<file path="src/design/dram_seq_consts.vh">
// constants for the host dram access sequencer
`ifndef DRAM_SEQ_CONSTS_VH
`define DRAM_SEQ_CONSTS_VH
`define ST_IDLE 2'h0
`define ST_LEAD 2'h1
`define ST_CAS 2'h2
`define ST_GAP 2'h3
`define TT_READ_BIT 1
`define MEM_LIMIT_BIT 31
`define CYC_FIRST 5'h02
`define CYC_ROW_START 5'h03
`define CYC_RAS_LOW 5'h07
`define CYC_ACK_DRIVE 5'h04
`define CAS_HIT_START 5'h04
`define CAS_MISS_START 5'h0A
`define CAS_BASE_LEN 3'h3
`define READ_GAP 3'h1
`define WRITE_GAP 3'h2
`endif

</file>
<file path="src/design/xfer_decode.v">
// decodes a host transfer start into memory read or write
`include "dram_seq_consts.vh"
module xfer_decode (
    input wire [31:0] i_addr,
    input wire [4:0] i_transfer_type,
    input wire i_transfer_start_n,
    input wire i_burst_indicator_n,
    output wire o_mem_req,
    output wire o_is_write,
    output wire o_is_burst
);
    // memory space is 0 to 2G, direction from the type field
    assign o_mem_req = ~i_transfer_start_n & ~i_addr[`MEM_LIMIT_BIT];
    assign o_is_write = ~i_transfer_type[`TT_READ_BIT];
    assign o_is_burst = ~i_burst_indicator_n;
endmodule

</file>
<file path="src/design/cas_timing.v">
// column access timing for hit/miss, read/write, extension
`include "dram_seq_consts.vh"
module cas_timing (
    input wire i_hit,
    input wire i_write,
    input wire i_ext,
    output reg [4:0] o_start,
    output reg [2:0] o_len,
    output reg [2:0] o_adv_ph,
    output reg [2:0] o_gap
);
    // start cycle, cas low length, advance phase, cas high gap
    always @* begin
        if (i_hit) begin
            o_start = `CAS_HIT_START + {4'h0, i_write & i_ext};
        end else begin
            o_start = `CAS_MISS_START;
        end
        if (i_write) begin
            o_len = `CAS_BASE_LEN + {2'h0, ~i_hit & i_ext};
            o_adv_ph = o_len - 3'h1;
            o_gap = `WRITE_GAP;
        end else begin
            o_len = `CAS_BASE_LEN + {2'h0, i_ext};
            o_adv_ph = o_len - 3'h2;
            o_gap = `READ_GAP;
        end
    end
endmodule

</file>
<file path="src/design/host_dram_access_sequencer.v">
// host processor dram access sequencer, single and burst
`include "dram_seq_consts.vh"
module host_dram_access_sequencer #(
    parameter BURST_BEATS = 4
) (
    input wire i_sys_clk,
    input wire i_rst_n,
    input wire i_transfer_start_n,
    input wire [31:0] i_addr,
    input wire [4:0] i_transfer_type,
    input wire [2:0] i_transfer_size,
    input wire i_burst_indicator_n,
    input wire i_bus_grant_n,
    input wire i_row_match_n,
    input wire [7:0] i_cas_select,
    input wire i_cas_extend,
    input wire i_little_endian,
    output reg o_addr_sel_n,
    output reg o_host_data_sel_n,
    output reg o_mem_data_sel_n,
    output reg o_host_data_oe_n,
    output reg o_mem_data_oe_n,
    output reg o_we_n,
    output reg o_row_col_select,
    output reg o_ras_n,
    output reg [7:0] o_cas_n,
    output reg o_col_advance_n,
    output reg o_address_ack_n,
    output reg o_address_ack_oe,
    output reg o_transfer_ack_n,
    output reg o_transfer_ack_oe,
    output reg o_big_order_parity_en_n,
    output reg o_little_order_parity_en_n
);
    // beat index of the final beat, cut to the beat counter width
    localparam integer LAST_BEAT_I = BURST_BEATS - 1;
    localparam [1:0] LAST_BEAT = LAST_BEAT_I[1:0];

    reg [1:0] st_r;
    reg [1:0] st_nxt;
    reg [4:0] cyc_r;
    reg [4:0] cyc_nxt;
    reg [2:0] ph_r;
    reg [2:0] ph_nxt;
    reg [1:0] beat_r;
    reg [1:0] beat_nxt;
    reg hit_r;
    reg hit_nxt;
    reg wr_r;
    reg burst_r;
    reg cas_ext_r;
    reg [7:0] cas_sel_r;
    reg in_xfer;
    reg lead_miss;
    reg rd_data;

    wire mem_req;
    wire is_write;
    wire is_burst;
    wire [4:0] cas_start;
    wire [2:0] cas_len;
    wire [2:0] adv_ph;
    wire [2:0] gap_len;
    wire last_beat;

    // transfer size is carried by the lane selects supplied alongside
    xfer_decode u_dec (
        .i_addr(i_addr),
        .i_transfer_type(i_transfer_type),
        .i_transfer_start_n(i_transfer_start_n),
        .i_burst_indicator_n(i_burst_indicator_n),
        .o_mem_req(mem_req),
        .o_is_write(is_write),
        .o_is_burst(is_burst)
    );

    cas_timing u_tim (
        .i_hit(hit_nxt),
        .i_write(wr_r),
        .i_ext(cas_ext_r),
        .o_start(cas_start),
        .o_len(cas_len),
        .o_adv_ph(adv_ph),
        .o_gap(gap_len)
    );

    assign last_beat = ~burst_r | (beat_r == LAST_BEAT);

    // sequence state: idle, lead-in, cas low, cas high gap
    always @* begin
        st_nxt = st_r;
        cyc_nxt = cyc_r;
        ph_nxt = ph_r;
        beat_nxt = beat_r;
        hit_nxt = hit_r;
        case (st_r)
            `ST_IDLE: begin
                beat_nxt = 2'h0;
                ph_nxt = 3'h0;
                if (mem_req) begin
                    st_nxt = `ST_LEAD;
                    cyc_nxt = `CYC_FIRST;
                end
            end
            `ST_LEAD: begin
                if (cyc_r == `CYC_FIRST) begin
                    hit_nxt = ~i_row_match_n;
                end
                cyc_nxt = cyc_r + 5'h01;
                if (cyc_nxt == cas_start) begin
                    st_nxt = `ST_CAS;
                    ph_nxt = 3'h0;
                end
            end
            `ST_CAS: begin
                cyc_nxt = cyc_r + 5'h01;
                if (ph_r == cas_len - 3'h1) begin
                    ph_nxt = 3'h0;
                    if (last_beat) begin
                        st_nxt = `ST_IDLE;
                    end else begin
                        st_nxt = `ST_GAP;
                        beat_nxt = beat_r + 2'h1;
                    end
                end else begin
                    ph_nxt = ph_r + 3'h1;
                end
            end
            default: begin
                cyc_nxt = cyc_r + 5'h01;
                if (ph_r == gap_len - 3'h1) begin
                    st_nxt = `ST_CAS;
                    ph_nxt = 3'h0;
                end else begin
                    ph_nxt = ph_r + 3'h1;
                end
            end
        endcase
    end

    // sequence registers; extension sampled only while idle
    always @(posedge i_sys_clk) begin
        if (!i_rst_n) begin
            st_r <= `ST_IDLE;
            cyc_r <= 5'h00;
            ph_r <= 3'h0;
            beat_r <= 2'h0;
            hit_r <= 1'b0;
            wr_r <= 1'b0;
            burst_r <= 1'b0;
            cas_ext_r <= 1'b0;
            cas_sel_r <= 8'h00;
        end else begin
            st_r <= st_nxt;
            cyc_r <= cyc_nxt;
            ph_r <= ph_nxt;
            beat_r <= beat_nxt;
            hit_r <= hit_nxt;
            if (st_r == `ST_IDLE) begin
                cas_ext_r <= i_cas_extend;
                if (mem_req) begin
                    wr_r <= is_write;
                    burst_r <= is_burst;
                    cas_sel_r <= i_cas_select;
                end
            end
        end
    end

    // qualifiers for the cycle about to start
    always @* begin
        in_xfer = (st_nxt != `ST_IDLE);
        lead_miss = (st_nxt == `ST_LEAD) & ~hit_nxt &
            (cyc_nxt >= `CYC_ROW_START);
        rd_data = ~wr_r & ((st_nxt == `ST_CAS) | (st_nxt == `ST_GAP));
    end

    // registered outputs, all computed for the next cycle
    always @(posedge i_sys_clk) begin
        if (!i_rst_n) begin
            o_addr_sel_n <= 1'b1;
            o_host_data_sel_n <= 1'b1;
            o_mem_data_sel_n <= 1'b1;
            o_host_data_oe_n <= 1'b1;
            o_mem_data_oe_n <= 1'b1;
            o_we_n <= 1'b1;
            o_row_col_select <= 1'b0;
            o_ras_n <= 1'b1;
            o_cas_n <= 8'hFF;
            o_col_advance_n <= 1'b1;
            o_address_ack_n <= 1'b1;
            o_address_ack_oe <= 1'b0;
            o_transfer_ack_n <= 1'b1;
            o_transfer_ack_oe <= 1'b0;
            o_big_order_parity_en_n <= 1'b1;
            o_little_order_parity_en_n <= 1'b1;
        end else begin
            // address path held for the whole transfer
            o_addr_sel_n <= ~in_xfer;
            // write path from cycle 2 until completion
            o_mem_data_oe_n <= ~(in_xfer & wr_st_nxt(st_r, wr_r,
                mem_req, is_write));
            o_we_n <= ~(in_xfer & wr_st_nxt(st_r, wr_r,
                mem_req, is_write));
            if (in_xfer) begin
                o_host_data_sel_n <= ~wr_st_nxt(st_r, wr_r,
                    mem_req, is_write);
            end else begin
                o_host_data_sel_n <= i_bus_grant_n |
                    i_transfer_type[`TT_READ_BIT];
            end
            // read data path from first cas to completion
            o_mem_data_sel_n <= ~rd_data;
            o_host_data_oe_n <= ~rd_data;
            o_big_order_parity_en_n <= ~(rd_data & ~i_little_endian);
            o_little_order_parity_en_n <= ~(rd_data & i_little_endian);
            // row access on a page miss
            o_row_col_select <= lead_miss &
                (cyc_nxt < `CYC_RAS_LOW + 5'h01);
            if (lead_miss & (cyc_nxt < `CYC_RAS_LOW)) begin
                o_ras_n <= 1'b1;
            end else if (lead_miss & (cyc_nxt == `CYC_RAS_LOW)) begin
                o_ras_n <= 1'b0;
            end
            // column strobes
            if (st_nxt == `ST_CAS) begin
                o_cas_n <= ~cas_sel_r;
            end else begin
                o_cas_n <= 8'hFF;
            end
            o_col_advance_n <= ~((st_nxt == `ST_CAS) & ~last_beat_nxt(
                burst_r, beat_nxt) & (ph_nxt == adv_ph));
            // acknowledges, tri-stated before cycle 4
            o_address_ack_oe <= in_xfer & ~((st_nxt == `ST_LEAD) &
                (cyc_nxt < `CYC_ACK_DRIVE));
            o_transfer_ack_oe <= in_xfer & ~((st_nxt == `ST_LEAD) &
                (cyc_nxt < `CYC_ACK_DRIVE));
            o_transfer_ack_n <= ~((st_nxt == `ST_CAS) &
                (ph_nxt == cas_len - 3'h1));
            o_address_ack_n <= ~((st_nxt == `ST_CAS) &
                (ph_nxt == cas_len - 3'h1) & (beat_nxt == 2'h0));
        end
    end

    // direction of the transfer in the next cycle
    function wr_st_nxt;
        input [1:0] st;
        input wr_lat;
        input req;
        input wr_in;
        begin
            if (st == `ST_IDLE) begin
                wr_st_nxt = req & wr_in;
            end else begin
                wr_st_nxt = wr_lat;
            end
        end
    endfunction

    // true when the given beat is the final one
    function last_beat_nxt;
        input brst;
        input [1:0] beat;
        begin
            last_beat_nxt = ~brst | (beat == LAST_BEAT);
        end
    endfunction
endmodule

</file>
<file path="config.mk">
export PLATFORM = sky130hd
export DESIGN_NAME = host_dram_access_sequencer
export DESIGN_NICKNAME = d
export VERILOG_FILES = /design/src/design/xfer_decode.v /design/src/design/cas_timing.v /design/src/design/host_dram_access_sequencer.v
export VERILOG_INCLUDE_DIRS = /design/src /design/src/design
export SDC_FILE = /design/constraint.sdc
export NUM_CORES = 1
export LEC_CHECK = 0
export ABC_AREA = 1
export CORE_AREA = 2 2 71 73
export DETAILED_ROUTE_END_ITERATION = 8
export DIE_AREA = 0 0 73 75
export DONT_BUFFER_PORTS = 1
export PLACE_DENSITY = 0.68
export SETUP_SLACK_MARGIN = 0.4
export SLEW_MARGIN = 20
export SYNTH_ARGS = -nofsm -noshare
export SYNTH_HDL_FRONTEND = slang
export SYNTH_SLANG_ARGS = --single-unit
export TNS_END_PERCENT = 100
</file>
<file path="constraint.sdc">
create_clock -name i_sys_clk -period 4.15 [get_ports i_sys_clk]
set_input_delay 1.0375 -clock i_sys_clk [delete_from_list [all_inputs] [get_ports i_sys_clk]]
set_output_delay 1.0375 -clock i_sys_clk [all_outputs]
set_load 0.02 [all_outputs]
</file>
==> flow_summary.json <==
{
  "grt_pass1_wl_mm": 7.25,
  "root_buffer": "clkbuf_8",
  "cp_data_required_time_ps": 4340,
  "hold_depth": 1,
  "critPathKind": "reg2reg",
  "synth_cell_types": 33,
  "synthCells": 296,
  "clkTransAtPathRegs_ps": 90,
  "synth_edf_count": 0,
  "fmax_ghz": 0.432,
  "slowest_stage": "or2_2",
  "hold_class": "reg2reg",
  "antennaDiodeCount": 0,
  "hold_viol_final": 0,
  "relSlewSlack": 0.697,
  "nets": 356,
  "min_from": "cas_sel_r[6]",
  "rsz0062_at_grt": "no",
  "crit_buf_inv": 2,
  "netlist.area_leader.share": 0.412,
  "drt-wirelength-per-cell_um": 12.2,
  "antenna_found_initial": 0,
  "ant_nets": 0,
  "fp.dieH_um": 75,
  "met2_length_mm": 1.89,
  "drc": 0,
  "ios": 79,
  "status": "finished clean",
  "fin_hold_ws_ps": 392,
  "drive_gt1_frac": 0.131,
  "skew_ps": 7.46,
  "row_count": 25,
  "grt_pass1_vias": 1579,
  "hpwl_mm": 3.24,
  "worst_pin_slew_ps": 452,
  "ys_warn_count": 0,
  "slowest_delay_ps": 440,
  "synthTopCellsByArea": "dfxtp_1 41%, nand2_1 11%, nor2_1 8.3%",
  "finalWeightedCongestion": 0.816,
  "tns_ps": 0,
  "async_flop_share": 0,
  "syn_area_per_cell_sq_um": 7.22,
  "maxSlewViolCount": 0,
  "grt_use_total": 0.174,
  "numPortBuffers": 0,
  "power.density_nw_per_um2": 377,
  "max-vdd-ir-drop_v": 0.000149,
  "setup_viol": 0,
  "routed_wl_mm": 4.27,
  "drt_pre_antenna_iters": 4,
  "period_share": 0.558,
  "syn_nets": 356,
  "numCtsBuffers": 5,
  "path_cells": "nor2_1 -> inv_1 -> or2_2 -> inv_1 -> nor2_4 -> nand3_4 -> nor2_1 -> nor2_1 -> nand2_1",
  "r2r_start": "st_r[0]",
  "power_leakage_nw": 1.02,
  "startpoint_type": "flip-flop",
  "worstPathArrival_ps": 2510,
  "finalCoreUtilization": 0.489,
  "cts.sinks": 44,
  "cts_buffer_depth": 2,
  "avgViaCountPerCell": 4.97,
  "highest_layer": "met4",
  "cpLargestDelayFamily": "simple AND/OR/NAND/NOR gates",
  "num_vias": 1744,
  "hold_buffers": 0,
  "whs_endpoint": "o_cas_n[6]",
  "reg2reg_slack_ps": 1840,
  "drtIter0Drc": 79,
  "die_area_sq_um": 5480,
  "overflow": 0,
  "yosysTopAreaCell": "dfxtp_1",
  "cap_violations": 0,
  "clock_latency_ps": 300,
  "die_w_um": 73,
  "cts_setup_buffers": 0,
  "cts_tree": "built",
  "htreeDepth": 2,
  "ys_seq_area_frac": 0.412,
  "endpoint_kind": "flip-flop",
  "fin_crit_ps": 2310,
  "r2r_cells": 9,
  "grt_max_degree": 23,
  "post_cts_resized": 0,
  "wl_met1_mm": 2.04,
  "critPathMaxFanout": 12,
  "ys_ff_latch": 44,
  "met3_length_um": 265,
  "core-area_sq_um": 4660,
  "syn_to_final_growth_pct": 6.68,
  "synth_ff_type": "dfxtp_1",
  "reg2reg_to": "o_we_n",
  "cpMostUsedCell": "nor2_1",
  "start_util": 0.458,
  "netlist_area_sq_um": 2140
}
[where the power goes]
part | switching, mW | leakage, nW | internal, mW
clock network | 0.153 | 0.0548 | 0.181
logic | 0.0506 | 0.610 | 0.0257
registers | 0.0134 | 0.358 | 0.435
[cell usage after synthesis, types with 4 or more instances]
| cell type | instances |
|---|---|
| inv_1 | 36 |
| inv_2 | 4 |
| o21ai_0 | 13 |
| a21oi_1 | 7 |
| nand2_2 | 6 |
| nor2_4 | 4 |
| or2_2 | 4 |
| nand4_1 | 9 |
| dfxtp_1 | 44 |
| nand2_1 | 62 |
| ha_1 | 4 |
| nand3_1 | 20 |
| nor2_1 | 47 |
[through the flow]
step           power, mW  setup slack [ps]  instance area (sq um)  cells
6_report           0.859              1840                   2280    351
5_1_grt            0.901              1630                   2280    351
4_1_cts            0.869              1840                   2280    351
3_5_place_dp       0.535              1560                   2160    343
3_3_place_gp       0.533              1570                   2160    343
2_1_floorplan      0.522              1890                   2140    296
[final cells by class]
| class | count | area (sq um) |
|---|---|---|
| fill | 459 | 2380 |
| tap | 54 | 67.6 |
| sequential | 44 | 881 |
| clock buffer | 5 | 68.8 |
| clock inverter | 3 | 46.3 |
| multi-input combinational | 203 | 1060 |
| inverter | 42 | 159 |
[cells by family after synthesis]
| kind of cell | synth area share |
|---|---|
| AOI/OAI and AO/OA | 0.0738 |
| xor gates and xnor gates | 0.0123 |
| adders and majority gates | 0.0234 |
| buffers and inverters | 0.0931 |
| DFF | 0.412 |
| and+or+nand+nor | 0.385 |
[state kept, by name, indices dropped and copies added, names as in the netlist, 2 cells and up]
signal,cells
beat_r,2
cas_sel_r,8
cyc_r,5
o_cas_n,8
ph_r,3
st_r,2
[cells in the final DEF (no fill, tap or decap), types with 5 or more instances in the layout]
master	synthesis	routed
nand4_1	9	9
dfxtp_1	44	44
a21oi_1	7	7
clkbuf_8	0	5
nand2_2	6	6
inv_1	36	36
o21ai_0	13	13
nand3_1	20	20
nand2_1	62	62
nor2_1	47	47
[routing by layer]
layer  GRT usage  vias to the layer above
met5           0                        -
met4      0.0679                        0
met3      0.0549                        7
met2       0.272                       37
met1       0.223                      772
li1            -                      928
[how the worst max path moves through the flow]
| stage | start | endpoint | slack [ps] | cells after the start |
|---|---|---|---|---|
| 2_1_floorplan | i_addr[31] | o_ras_n | 1890 | 7 |
| 6_report | st_r[0] | o_we_n | 1840 | 9 |
| 4_1_cts | st_r[0] | o_we_n | 1840 | 9 |
| 5_1_grt | st_r[0] | o_host_data_sel_n | 1630 | 10 |
| 3_3_place_gp | i_addr[31] | o_we_n | 1570 | 8 |
| 3_5_place_dp | i_addr[31] | o_we_n | 1560 | 8 |
Power figures use the tool's default switching activity.
